<file path="src/lin_break_pkg.sv">
// How it works
// (RULE1) setting then clearing the send-break bit sends exactly one break character
// (RULE2) serial mode break lasts 10 bit times, or 11 with long word length
// (RULE3) breaks repeat back to back while the send-break bit stays set
// (RULE4) LIN master mode when LIN enable set and long word length clear
// (RULE5) a LIN master break lasts 13 bit times
// (RULE6) transmit enable off then on queues an idle before any following break
// (RULE7) LIN slave header longer than 57 bit times sets header error, interrupt
// (RULE8) after header time-out the receiver stays muted for the next header
// (RULE9) receiver samples the line sixteen times per bit
// (RULE10) header time-out loads header length with zero, header detect stays clear
// (RULE11) status read then data read clears header error and receive full
// (RULE12) receiver mute bit shows mute; software may set it to mute again
// (RULE13) unmuted receiver raises a receive interrupt for every data byte
// (RULE14) break holds the line low its whole length then one high stop bit
package lin_break_pkg;

  // ****************************************
  // register map (byte addresses)
  // ****************************************
  localparam logic [7:0] ADDR_STATUS = 8'h00;
  localparam logic [7:0] ADDR_DATA   = 8'h04;
  localparam logic [7:0] ADDR_CTRL1  = 8'h08;
  localparam logic [7:0] ADDR_CTRL2  = 8'h0C;
  localparam logic [7:0] ADDR_CTRL3  = 8'h10;
  localparam logic [7:0] ADDR_HLEN   = 8'h14;
  localparam logic [7:0] ADDR_BAUD   = 8'h18;

  // ****************************************
  // field positions
  // ****************************************
  localparam int BIT_WORDLEN   = 4;  // control_reg_one
  localparam int BIT_SENDBRK   = 0;  // control_reg_two
  localparam int BIT_MUTE      = 1;
  localparam int BIT_TXEN      = 3;
  localparam int BIT_RXEN      = 2;
  localparam int BIT_LINEN     = 6;  // control_reg_three
  localparam int BIT_LINSLV    = 5;
  localparam int BIT_RXFULL    = 5;  // serial_status_reg
  localparam int BIT_HDRERR    = 2;
  localparam int BIT_HDRDET    = 1;
  localparam int BIT_TXIDLE    = 6;

  // ****************************************
  // reset values and timing
  // ****************************************
  localparam logic [15:0] BAUD_RESET   = 16'h0001;  // ticks of 1/16 bit
  localparam logic [5:0]  BRK_BITS_SER = 6'h0A;
  localparam logic [5:0]  BRK_BITS_LNG = 6'h0B;
  localparam logic [5:0]  BRK_BITS_LIN = 6'h0D;
  localparam logic [5:0]  IDLE_BITS    = 6'h0A;
  localparam logic [5:0]  HDR_MAX_BITS = 6'h39;  // 57
  localparam logic [3:0]  OSR_LAST     = 4'hF;   // 16 samples per bit

  typedef struct packed {
    logic       word_long;
    logic       lin_en;
    logic       lin_slave;
    logic       tx_en;
    logic       rx_en;
  } cfg_t;

endpackage

</file>
<file path="src/lin_rx_sampler.sv">
`timescale 1ns/1ps
// 16x oversampling receiver: frames bytes, flags an all-zero frame with low stop bit as a break
module lin_rx_sampler (
  input  wire logic       clk,
  input  wire logic       arst_n,
  input  wire logic       ce,
  input  wire logic       tick,
  input  wire logic       rxd,
  output logic            byte_stb,
  output logic [7:0]      byte_q,
  output logic            brk_stb
);
  logic [3:0] smp_q;
  logic [3:0] bit_q;
  logic [8:0] sh_q;
  logic       busy_q;

  // ****************************************
  // sampling at bit/16
  // ****************************************
  always_ff @(posedge clk or negedge arst_n) begin
    if (!arst_n) begin
      smp_q    <= 4'h0;
      bit_q    <= 4'h0;
      sh_q     <= 9'h000;
      busy_q   <= 1'b0;
      byte_stb <= 1'b0;
      brk_stb  <= 1'b0;
      byte_q   <= 8'h00;
    end else if (ce) begin
      byte_stb <= 1'b0;
      brk_stb  <= 1'b0;
      if (tick) begin // RULE9
        if (!busy_q) begin
          if (!rxd) begin
            busy_q <= 1'b1;
            smp_q  <= 4'h0;
            bit_q  <= 4'h0;
          end
        end else begin
          smp_q <= smp_q + 4'h1;
          if (smp_q == 4'h7) begin // mid-bit sample
            sh_q  <= {rxd, sh_q[8:1]};
            bit_q <= bit_q + 4'h1;
            if (bit_q == 4'h9) begin
              busy_q <= 1'b0;
              // all-zero with low stop bit means a break
              if (!rxd && sh_q[8:1] == 8'h00) begin
                brk_stb <= 1'b1;
              end else begin
                byte_stb <= rxd;
                byte_q   <= sh_q[8:1];
              end
            end
          end
        end
      end
    end
  end
endmodule

</file>
<file path="src/lin_serial_break_header.sv">
// The APB register port and the address map were chosen for this implementation.
`timescale 1ns/1ps
module lin_serial_break_header (
  input  wire logic        REF_CLK,
  input  wire logic        ARST_N,
  input  wire logic        CE,
  input  wire logic        PSEL,
  input  wire logic        PENABLE,
  input  wire logic        PWRITE,
  input  wire logic [7:0]  PADDR,
  input  wire logic [31:0] PWDATA,
  output logic [31:0]      PRDATA,
  output logic             PREADY,
  output logic             PSLVERR,
  input  wire logic        RXD,
  output logic             TXD,
  output logic             IRQ
);
  // ****************************************
  // registers
  // ****************************************
  logic [7:0]  ctrl1_q, ctrl2_q, ctrl3_q, hlen_q, data_q;
  logic [15:0] baud_q;
  logic        rxfull_q, hdrerr_q, hdrdet_q, stat_rd_q;
  logic [1:0]  rx_sync_q;
  logic [15:0] div_q;
  logic        tick;
  logic        wr, rd;
  lin_break_pkg::cfg_t cfg;

  assign cfg.word_long = ctrl1_q[lin_break_pkg::BIT_WORDLEN];
  assign cfg.lin_en    = ctrl3_q[lin_break_pkg::BIT_LINEN];
  assign cfg.lin_slave = ctrl3_q[lin_break_pkg::BIT_LINSLV];
  assign cfg.tx_en     = ctrl2_q[lin_break_pkg::BIT_TXEN];
  assign cfg.rx_en     = ctrl2_q[lin_break_pkg::BIT_RXEN];

  assign wr      = PSEL && PENABLE && PWRITE && CE;
  assign rd      = PSEL && PENABLE && !PWRITE && CE;
  assign PREADY  = 1'b1;  // zero wait states
  assign PSLVERR = 1'b0;

  // ****************************************
  // two-flop synchroniser on the line
  // ****************************************
  always_ff @(posedge REF_CLK or negedge ARST_N) begin
    if (!ARST_N) rx_sync_q <= 2'b11;
    else if (CE) rx_sync_q <= {rx_sync_q[0], RXD};
  end

  // oversample tick: baud_q is the period of one sixteenth bit
  always_ff @(posedge REF_CLK or negedge ARST_N) begin
    if (!ARST_N) div_q <= 16'h0000;
    else if (CE) div_q <= (div_q + 16'h0001 >= baud_q) ? 16'h0000 : div_q + 16'h0001;
  end
  assign tick = (div_q + 16'h0001 >= baud_q);

  // ****************************************
  // transmit: idle and break sequencer
  // ****************************************
  typedef enum logic [2:0] {
    TX_OFF  = 3'b001,
    TX_IDLE = 3'b010,
    TX_BRK  = 3'b100
  } tx_st_t;
  tx_st_t      tx_q;
  logic [3:0]  tsmp_q;
  logic [5:0]  tbits_q;
  logic [5:0]  brk_len;
  logic        brk_pend_q, txen_dly_q, lin_master;
  logic        sbk_now;

  assign lin_master = cfg.lin_en && !cfg.word_long; // RULE4
  assign brk_len = lin_master ? lin_break_pkg::BRK_BITS_LIN :          // RULE5
                   cfg.word_long ? lin_break_pkg::BRK_BITS_LNG :
                   lin_break_pkg::BRK_BITS_SER;                        // RULE2
  assign sbk_now = ctrl2_q[lin_break_pkg::BIT_SENDBRK];

  // a set-then-clear of send-break latches one pending break
  always_ff @(posedge REF_CLK or negedge ARST_N) begin
    if (!ARST_N) brk_pend_q <= 1'b0;
    else if (CE) begin
      if (sbk_now) brk_pend_q <= 1'b1; // RULE1
      else if (tx_q == TX_BRK && tbits_q == 6'h00 && tsmp_q == 4'h0) brk_pend_q <= 1'b0;
    end
  end

  // bit-exact lengths: the sequencer restarts the bit grid on entry,
  // so a break never stretches to a doubled length
  always_ff @(posedge REF_CLK or negedge ARST_N) begin
    if (!ARST_N) begin
      tx_q       <= TX_OFF;
      tsmp_q     <= 4'h0;
      tbits_q    <= 6'h00;
      txen_dly_q <= 1'b0;
      TXD        <= 1'b1;
    end else if (CE) begin
      txen_dly_q <= cfg.tx_en;
      case (tx_q)
        TX_OFF: begin
          TXD <= 1'b1;
          if (cfg.tx_en && !txen_dly_q) begin // RULE6
            tx_q    <= TX_IDLE;
            tbits_q <= lin_break_pkg::IDLE_BITS;
            tsmp_q  <= lin_break_pkg::OSR_LAST;
          end else if (cfg.tx_en && brk_pend_q) begin
            tx_q    <= TX_BRK;
            tbits_q <= brk_len;
            tsmp_q  <= lin_break_pkg::OSR_LAST;
          end
        end
        TX_IDLE, TX_BRK: begin
          // break low for its count, then one high stop bit
          TXD <= (tx_q == TX_BRK && tbits_q != 6'h00) ? 1'b0 : 1'b1; // RULE14
          if (!cfg.tx_en) tx_q <= TX_OFF;
          else if (tick) begin
            if (tsmp_q != 4'h0) tsmp_q <= tsmp_q - 4'h1;
            else begin
              tsmp_q <= lin_break_pkg::OSR_LAST;
              if (tbits_q != 6'h00) tbits_q <= tbits_q - 6'h01;
              else if (sbk_now) begin
                tx_q    <= TX_BRK; // RULE3
                tbits_q <= brk_len;
              end else tx_q <= TX_OFF;
            end
          end
        end
        default: tx_q <= TX_OFF;
      endcase
    end
  end

  // ****************************************
  // receive and LIN slave header watch
  // ****************************************
  logic       byte_stb, brk_stb;
  logic [7:0] rx_byte;
  logic [5:0] hbits_q;
  logic [3:0] hsmp_q;
  logic [1:0] hfld_q;
  logic       hdr_q, hdr_to, clr_seq;

  lin_rx_sampler u_rx (
    .clk      (REF_CLK),
    .arst_n   (ARST_N),
    .ce       (CE),
    .tick     (tick),
    .rxd      (rx_sync_q[1]),
    .byte_stb (byte_stb),
    .byte_q   (rx_byte),
    .brk_stb  (brk_stb)
  );

  assign hdr_to  = hdr_q && tick && hsmp_q == 4'h0 &&
                   hbits_q == lin_break_pkg::HDR_MAX_BITS;
  // status read armed, then data read clears
  assign clr_seq = rd && PADDR == lin_break_pkg::ADDR_DATA && stat_rd_q;

  // header timer counts whole bits from break detection
  always_ff @(posedge REF_CLK or negedge ARST_N) begin
    if (!ARST_N) begin
      hdr_q   <= 1'b0;
      hbits_q <= 6'h00;
      hsmp_q  <= 4'h0;
      hfld_q  <= 2'b00;
    end else if (CE) begin
      if (brk_stb && cfg.lin_en && cfg.lin_slave) begin
        hdr_q   <= 1'b1;
        hbits_q <= lin_break_pkg::BRK_BITS_SER;
        hsmp_q  <= lin_break_pkg::OSR_LAST;
        hfld_q  <= 2'b00;
      end else if (hdr_q) begin
        if (hdr_to) hdr_q <= 1'b0; // RULE7
        else if (byte_stb && hfld_q == 2'b01) hdr_q <= 1'b0;
        else begin
          if (byte_stb) hfld_q <= hfld_q + 2'b01;
          if (tick) begin
            hsmp_q <= hsmp_q - 4'h1;
            if (hsmp_q == 4'h0) hbits_q <= hbits_q + 6'h01;
          end
        end
      end
    end
  end

  // flags: hardware set wins over the read-sequence clear
  always_ff @(posedge REF_CLK or negedge ARST_N) begin
    if (!ARST_N) begin
      rxfull_q  <= 1'b0;
      hdrerr_q  <= 1'b0;
      hdrdet_q  <= 1'b0;
      hlen_q    <= 8'h00;
      data_q    <= 8'h00;
      stat_rd_q <= 1'b0;
    end else if (CE) begin
      if (rd) stat_rd_q <= (PADDR == lin_break_pkg::ADDR_STATUS);
      if (hdr_to) begin
        hdrerr_q <= 1'b1;  // RULE7
        hlen_q   <= 8'h00; // RULE10
        hdrdet_q <= 1'b0;  // RULE10
      end else if (clr_seq) hdrerr_q <= 1'b0; // RULE11
      if (hdr_q && byte_stb && hfld_q == 2'b01 && !hdr_to) begin
        hdrdet_q <= 1'b1;
        hlen_q   <= {2'b00, hbits_q};
      end else if (clr_seq) hdrdet_q <= 1'b0;
      // muted or disabled receiver keeps quiet; enabled and unmuted reports each byte
      if (byte_stb && cfg.rx_en && !ctrl2_q[lin_break_pkg::BIT_MUTE]) begin
        rxfull_q <= 1'b1; // RULE13
        data_q   <= rx_byte;
      end else if (clr_seq) rxfull_q <= 1'b0; // RULE11
    end
  end

  // ****************************************
  // control registers
  // ****************************************
  always_ff @(posedge REF_CLK or negedge ARST_N) begin
    if (!ARST_N) begin
      ctrl1_q <= 8'h00;
      ctrl2_q <= 8'h00;
      ctrl3_q <= 8'h00;
      baud_q  <= lin_break_pkg::BAUD_RESET;
    end else if (CE) begin
      if (wr && PADDR == lin_break_pkg::ADDR_CTRL1) ctrl1_q <= PWDATA[7:0];
      if (wr && PADDR == lin_break_pkg::ADDR_CTRL3) ctrl3_q <= PWDATA[7:0];
      if (wr && PADDR == lin_break_pkg::ADDR_BAUD) baud_q <= PWDATA[15:0];
      if (wr && PADDR == lin_break_pkg::ADDR_CTRL2) ctrl2_q <= PWDATA[7:0]; // RULE12
      // a time-out beats a clearing write in the same cycle
      if (hdr_to) ctrl2_q[lin_break_pkg::BIT_MUTE] <= 1'b1; // RULE8
    end
  end

  // read mux, unmapped reads as zero
  logic [31:0] rdata_d;
  always_comb begin
    rdata_d = 32'h0000_0000;
    case (PADDR)
      lin_break_pkg::ADDR_STATUS: begin
        rdata_d[lin_break_pkg::BIT_RXFULL] = rxfull_q;
        rdata_d[lin_break_pkg::BIT_HDRERR] = hdrerr_q;
        rdata_d[lin_break_pkg::BIT_HDRDET] = hdrdet_q;
        rdata_d[lin_break_pkg::BIT_TXIDLE] = (tx_q == TX_OFF);
      end
      lin_break_pkg::ADDR_DATA:  rdata_d[7:0] = data_q;
      lin_break_pkg::ADDR_CTRL1: rdata_d[7:0] = ctrl1_q;
      lin_break_pkg::ADDR_CTRL2: rdata_d[7:0] = ctrl2_q;
      lin_break_pkg::ADDR_CTRL3: rdata_d[7:0] = ctrl3_q;
      lin_break_pkg::ADDR_HLEN:  rdata_d[7:0] = hlen_q;
      lin_break_pkg::ADDR_BAUD:  rdata_d[15:0] = baud_q;
      default:                   rdata_d = 32'h0000_0000;
    endcase
  end

  // read data caught at the setup edge, so it stands through the access
  // phase even if a flag moves under it; the clear still lands at access
  always_ff @(posedge REF_CLK or negedge ARST_N) begin
    if (!ARST_N) PRDATA <= 32'h0000_0000;
    else if (CE && PSEL && !PENABLE) PRDATA <= rdata_d;
  end

  assign IRQ = rxfull_q || hdrerr_q || hdrdet_q; // RULE7

  // ****************************************
  // checks
  // ****************************************
  chk_break_line_low: assert property (@(posedge REF_CLK) disable iff (!ARST_N) // RULE14
    (tx_q == TX_BRK && tbits_q != 6'h00 && CE) |=> !TXD)
    else $error("break not driving line low");
  chk_timeout_flags: assert property (@(posedge REF_CLK) disable iff (!ARST_N) // RULE10
    (hdr_to && CE) |=> (hdrerr_q && hlen_q == 8'h00 && !hdrdet_q))
    else $error("timeout flags wrong");
  chk_timeout_mute: assert property (@(posedge REF_CLK) disable iff (!ARST_N) // RULE8
    (hdr_to && CE && !wr) |=> ctrl2_q[lin_break_pkg::BIT_MUTE])
    else $error("receiver not muted after timeout");
  chk_lin_len: assert property (@(posedge REF_CLK) disable iff (!ARST_N) // RULE5
    (tx_q == TX_OFF && cfg.tx_en && txen_dly_q && brk_pend_q && lin_master && CE)
    |=> (tx_q == TX_BRK && tbits_q == 6'h0D))
    else $error("lin break length wrong");
  chk_ser_len: assert property (@(posedge REF_CLK) disable iff (!ARST_N) // RULE2
    (tx_q == TX_OFF && cfg.tx_en && txen_dly_q && brk_pend_q && !lin_master && CE)
    |=> (tx_q == TX_BRK && tbits_q == (cfg.word_long ? 6'h0B : 6'h0A)))
    else $error("serial break length wrong");
  chk_break_repeat: assert property (@(posedge REF_CLK) disable iff (!ARST_N) // RULE3
    (tx_q != TX_OFF && cfg.tx_en && tick && tsmp_q == 4'h0 && tbits_q == 6'h00 &&
     sbk_now && CE) |=> tx_q == TX_BRK)
    else $error("held send-break did not repeat");
  chk_stop_high: assert property (@(posedge REF_CLK) disable iff (!ARST_N) // RULE14
    (tx_q == TX_BRK && tbits_q == 6'h00 && CE) |=> TXD)
    else $error("stop bit after break not high");
  chk_mute_quiet: assert property (@(posedge REF_CLK) disable iff (!ARST_N) // RULE8
    (byte_stb && ctrl2_q[lin_break_pkg::BIT_MUTE] && !rxfull_q && CE) |=> !rxfull_q)
    else $error("muted receiver flagged a byte");
  chk_clear_seq: assert property (@(posedge REF_CLK) disable iff (!ARST_N) // RULE11
    (clr_seq && !byte_stb && !hdr_to && CE) |=> (!rxfull_q && !hdrerr_q))
    else $error("read sequence left flags set");
  chk_irq_err: assert property (@(posedge REF_CLK) disable iff (!ARST_N) // RULE7
    hdrerr_q |-> IRQ)
    else $error("header error without interrupt");
  cov_break: cover property (@(posedge REF_CLK) tx_q == TX_BRK);
  cov_timeout: cover property (@(posedge REF_CLK) hdr_to);
  cov_clear: cover property (@(posedge REF_CLK) clr_seq);
  cov_lin_break: cover property (@(posedge REF_CLK) tx_q == TX_BRK && lin_master);
  cov_detect: cover property (@(posedge REF_CLK) hdrdet_q);
endmodule
</file>
<file path="config.mk">
export PLATFORM = sky130hd
export DESIGN_NAME = lin_serial_break_header
export DESIGN_NICKNAME = d
export VERILOG_FILES = /design/src/lin_break_pkg.sv /design/src/lin_rx_sampler.sv /design/src/lin_serial_break_header.sv
export SDC_FILE = /design/constraint.sdc
export NUM_CORES = 1
export LEC_CHECK = 0
export BUFFER_PORTS_ARGS = -buffer_cell sky130_fd_sc_hd__buf_2
export CAP_MARGIN = 20
export CORE_ASPECT_RATIO = 0.9
export CORE_MARGIN = 1
export CORE_UTILIZATION = 40
export CTS_BUF_LIST = sky130_fd_sc_hd__clkbuf_2 sky130_fd_sc_hd__clkbuf_4 sky130_fd_sc_hd__clkbuf_8
export DETAILED_ROUTE_END_ITERATION = 12
export SKIP_LAST_GASP = 1
export SLEW_MARGIN = 10
export SYNTH_ARGS = -nofsm -noshare
export SYNTH_HDL_FRONTEND = slang
export SYNTH_HIERARCHICAL = 1
export SYNTH_SLANG_ARGS = --single-unit
export TNS_END_PERCENT = 100
</file>
<file path="constraint.sdc">
create_clock -name REF_CLK -period 7.8 [get_ports REF_CLK]
set_input_delay 0.78 -clock REF_CLK [delete_from_list [all_inputs] [get_ports REF_CLK]]
set_output_delay 0.78 -clock REF_CLK [all_outputs]
set_load 0.03 [all_outputs]
</file>
### Word level (Yosys, flattened, before mapping)

Index checks and enable logic that the tools add are counted.

| word-level totals | value |
|---|---|
| output and inout bits | 36 |
| flip-flop bits (word level) | 151 |
| input port bits | 47 |

| operators by class | value |
|---|---|
| magnitude comparators | 1 |
| add/subtract/negate cells | 8 |
| equality and inequality tests | 25 |
| multiplexer cells | 83 |
| bitwise gates (word level) | 1 |
| reduce and logical (&&, ||, !) cells | 83 |

Operator list:

| kind | count |
|---|---|
| 2-to-1 mux 6 bit | 13 |
| 2-to-1 mux 4 bit | 14 |
| logical AND 1 bit | 31 |
| 2-to-1 mux 1 bit | 29 |
| case mux 2 bit (7 select lines) | 2 |
| AND reduction 2 bit | 14 |
| equality test 8 x 5 -> 1 bit (second input constant) | 3 |
| 2-to-1 mux 3 bit | 8 |
| 2-to-1 mux 8 bit | 3 |
| AND reduction 5 bit | 4 |
| nonzero test 2 bit | 10 |
| adder 16 x 1 -> 16 bit (second input constant) | 1 |
| equality test 8 x 4 -> 1 bit (second input constant) | 2 |
| >= comparator 16 bit | 1 |
| logical NOT 8 bit | 2 |
| 2-to-1 mux 16 bit | 1 |
| inequality test 3 bit (second input constant) | 5 |
| 2-to-1 mux 2 bit | 6 |
| case mux 1 bit (6 select lines) | 2 |
| case mux 2 bit (6 select lines) | 1 |
| case mux 6 bit (2 select lines) | 1 |
| AND reduction 6 bit | 2 |
| inequality test 2 bit (second input constant) | 5 |
| adder 4 x 1 -> 4 bit (second input constant) | 2 |
| other kinds (28) | 39 |

### Depth between registers and ports, before layout

| logic depth | value |
|---|---|
| word-level depth | 9 |
| depth in mapped cells | 17 |
| depth with buffers taken out | 15 |

### By module

The synthesis kept the hierarchy.

By module, submodules not included:

| module | cells each | area each (sq um) | instances | sequential area each (sq um) |
|---|---|---|---|---|
| lin_serial_break_header | 656 | 6,675.2 | 1 | 3,034.2 |
| lin_rx_sampler | 92 | 1,217.4 | 1 | 675.6 |

### Least setup slack after synthesis

Ideal clock, no wire load.

| timing path | value |
|---|---|
| kind | register to register |
| start | register div_q[2] |
| end | register u_rx.byte_q[0] |
| path slack | 3.625 ns |
| data required time | 7.675 ns |
| library setup time | 0.125 ns |
| data arrival time | 4.050 ns |
| cell stages (with the launch flop) | 18 |
| clock period less this slack | 4.175 ns |
| path through | dfrtp_1 -> and4_1 -> nand2_1 -> nor4_1 -> nand3_1 -> xnor2_1 -> ha_1 -> and4_1 -> nand4_1 -> or4_1 -> and3_1 -> buf_6 -> inv_2 -> buf_4 -> nand3_2 -> nor3_4 -> nand2_4 -> mux2_4 |

| between the ends | value |
|---|---|
| cells in the longest elaborated chain, start to end | 3 |

Ends and longest elaborated chain:

| element | line | source |
|---|---|---|
| start: declaration | lin_serial_break_header.sv:26 | `logic [15:0] div_q;` |
| start signal: assignment | lin_serial_break_header.sv:53 | `else if (CE) div_q <= (div_q + 16'h0001 >= baud_q) ? 16'h0000 : div_q + 16'h0001;` |
| adder 16 x 1 -> 16 bit | lin_serial_break_header.sv:55 | `assign tick = (div_q + 16'h0001 >= baud_q);` |
| >= comparator 16 bit | lin_serial_break_header.sv:55 |  |
| via tick | lin_serial_break_header.sv:27 | `logic tick;` |
| AND reduction 6 bit (no source line) | - |  |
| end signal: assignment | lin_rx_sampler.sv:52 | `byte_q <= sh_q[8:1];` |
| end: declaration | lin_rx_sampler.sv:10 | `output logic [7:0] byte_q,` |

The timed path passes the listed nets, and every way through them passes these cells.
A chain may end at the register's enable or synchronous reset.

### Final worst setup path

| timing path | value |
|---|---|
| start | register div_q[2] |
| end | register u_rx.byte_q[6] |

| between the ends | value |
|---|---|
| cells in the longest elaborated chain, start to end | 3 |

Ends and longest elaborated chain:

| element | line |
|---|---|
| adder 16 x 1 -> 16 bit | lin_serial_break_header.sv:55 |
| >= comparator 16 bit | lin_serial_break_header.sv:55 |
| AND reduction 6 bit (no source line) | - |

No other way between the ends.

==> metrics.csv <==
metric,value,unit
wl_per_cell,16.7,um
post-route-min-period,5.21,ns
p_int,1230,uW
stdcell_count,1052,
hold_viol_final,0,
cts_setup_buffers,0,
skew,0.0124,ns
ir_worst_vdd,0.150,mV
ys_warn_count,6,
worst_slack,2.59,ns
synth-simple-area-share,0.155,
cts_tree,yes,
setup_viol,0,
clock_path_buffers,2,
ys_types,79,
cp_common_cell,and4_1,
maxSlewHeadroom,0.331,
path_cells,and4_1 -> nand2_1 -> nor4_1 -> nand3_1 -> xnor2_1 -> ha_1 -> and4_1 -> nand4_1 -> or4_1 -> and3_1 -> buf_4 -> inv_2 -> nand3_2 -> nor3_4 -> nand2_4 -> mux2_4,
grt_pass1_vias,5571,
p_sw,597,uW
drc,0,
worst_ep_required_time,8.14,ns
hold_buffers,0,
power_density,211,mW/mm2
status,completed,
cts.sinks,148,
synthAdderAreaFrac,0.0444,
rows,48,
synth_top_family_by_area,simple AND/OR/NAND/NOR gates,
synth_top_area_cell,dfrtp_1,
synth_edf_count,0,
dp_slack,2.59,ns
critPathMaxStageDelay,0.75,ns
syn_inst,748,
pwr-share-comb,0.195,
gp_congestion,0.788,
final_core_util,0.449,
cp.depth,16,
cp_slowest_cell,nor4_1,
io_buffer_count,48,
r2r_start,div_q[2],
worstPathMaxFanout,33,
finalInstanceArea,0.00866,mm2
final_common_cell,dfrtp_1,
antenna_found_initial,0,
dp_hpwl,12.2,mm
clkSlewWorstSetupHoldPaths,0.09,ns
grt_pass1_wl,29.1,mm
fp.dieW,150,um
syn_area_per_cell,10.6,um2
fill_cells,1824,
synth_compound_area_frac,0.139,
first_pass_iters,6,
core_region_area,0.0193,mm2
diodes,0,
drtIter0Drc,390,
ios,83,
sw_frac_of_total,0.327,
cts_root_buf,clkbuf_8,
area_growth,9.70,%
grt_max_degree,82,
wl,17.6,mm
tightest_slew,0.996,ns
startpoint,div_q[2],
critPathCaptureType,register,
final_cell_mix,"143 x dfrtp_1, 63 x nand2_1, 61 x mux2_2",
synthFlopType,dfrtp_1,
numCtsBuffers,17,
yosys-top-cells-area,"dfrtp_1 45%, mux2_2 8.7%, ha_1 4.4%",
clkLatencyLatePin,0.46,ns
nets,864,
seq_area_frac_synth,0.470,
fp.dieH,135,um
period_share,0.668,
crit_path_start_kind,register,
p_leak,0.00403,uW
syn_area,0.00789,mm2
crit_type,reg2reg,
start_util,0.409,
viasPerCell,5.39,
htreeDepth,4,
cp.arrival,5.56,ns
placed_cells,1020,
async_flop_share,1.00,
critPathBufInv,2,
worstRegToRegCells,16,
dieArea,0.0203,mm2
finalSetupTns,0,ns
synth_xor_area_frac,0.0189,
vias,5671,
synthMuxAreaShare,0.117,
cap_violations,0,
drive_gt1_frac,0.223,
synth_top_area_share,0.453,
pwr-share-clk,0.336,
cts_resized,0,
hold_path_class,in2async,
ys_ff_latch,148,
critPathTopFamily,simple AND/OR/NAND/NOR gates,
ant_nets,0,
place_area,0.00826,mm2
p_seq_frac,0.469,
grt_usage,0.185,
fmax,192,MHz
rsz0062_at_grt,no,
slew_violations,0,
grt_overflow,0,
flip-flops by register name (all words and copies together) (netlist names), 2 cells and up:
signal,flops
PRDATA,16
baud_q,16
ctrl1_q,8
ctrl2_q,8
ctrl3_q,8
data_q,8
div_q,16
hbits_q,6
hfld_q,2
hlen_q,6
hsmp_q,4
rx_sync_q,2
tbits_q,6
tsmp_q,4
tx_q,3
u_rx/bit_q,4
u_rx/byte_q,8
u_rx/sh_q,8
u_rx/smp_q,4
per-layer routing:
layer | track usage | part of all wire | wire length, um | vias to the layer above
met5 | 0 | 0 | 0 | -
met3 | 0.0414 | 0.046 | 817 | 13
met1 | 0.259 | 0.50 | 8790 | 2793
li1 | - | - | - | 2757
met4 | 0.0617 | 0.011 | 201 | 0
met2 | 0.281 | 0.44 | 7810 | 108
worst paths after layout:
path | endpoint | slack [ns]
setup / recovery | u_rx/byte_q[6] | 2.59
hold / removal | PRDATA[10] | 0.37
setup reg to reg | u_rx/byte_q[6] | 2.59
hold reg to reg | PRDATA[0] | 0.49
max in group asynchronous | hbits_q[0] | 6.08
min in group REF_CLK | PRDATA[0] | 0.49
Yosys cell counts (5+ instances only):
cell	count
nor4_1	7
a21oi_1	17
nand3b_1	5
o21ai_0	27
mux2i_1	11
nor3_1	16
ha_1	28
nand4_1	5
a22o_1	23
nand3_1	37
mux2_2	61
dfrtp_1	143
or2_2	5
nand2b_1	8
and3_1	6
a22oi_1	5
nor2_1	48
a31oi_1	7
dfstp_2	5
a21o_1	6
clkbuf_1	16
o211ai_1	7
o2bb2ai_1	8
buf_4	20
inv_1	40
a211oi_1	7
xnor2_1	13
a32o_1	5
nand2_1	63
mux2_4	6
nor2b_1	8
logic make-up after synthesis:
logic type / Yosys count
mux: 80
other cells: 2
xor+xnor: 17
buf+inv: 88
simple gates: 236
fa+ha+maj: 28
flops: 148
compound gates: 149
metrics by stage:
stage / hold WS (ns) / total power (uW)
finish: 0.371 / 1830
global route: 0.409 / 1930
CTS: 0.383 / 1850
detailed placement: 0.468 / 1230
global placement: 0.467 / 1230
floorplan: 0.448 / 1170
power by group through the flow:
stage / Combinational, uW / Clock [uW] / Sequential, uW
2_1_floorplan: 306 / 0 / 860
3_3_place_gp: 356 / 0 / 871
3_5_place_dp: 361 / 0 / 873
4_1_cts: 362 / 633 / 858
5_1_grt: 396 / 666 / 866
6_report: 356 / 614 / 857
cell type report:
class | count | area (um2) | area share
clock buffer | 20 | 256 | 0.0296
clock inverter | 12 | 145 | 0.0168
inverter | 43 | 161 | 0.0186
timing repair buffer | 51 | 269 | 0.0311
sequential | 148 | 3710 | 0.428
multi-input combinational | 528 | 3800 | 0.439
tap | 250 | 313 | 0.0361
Power figures use the tool's default switching activity.
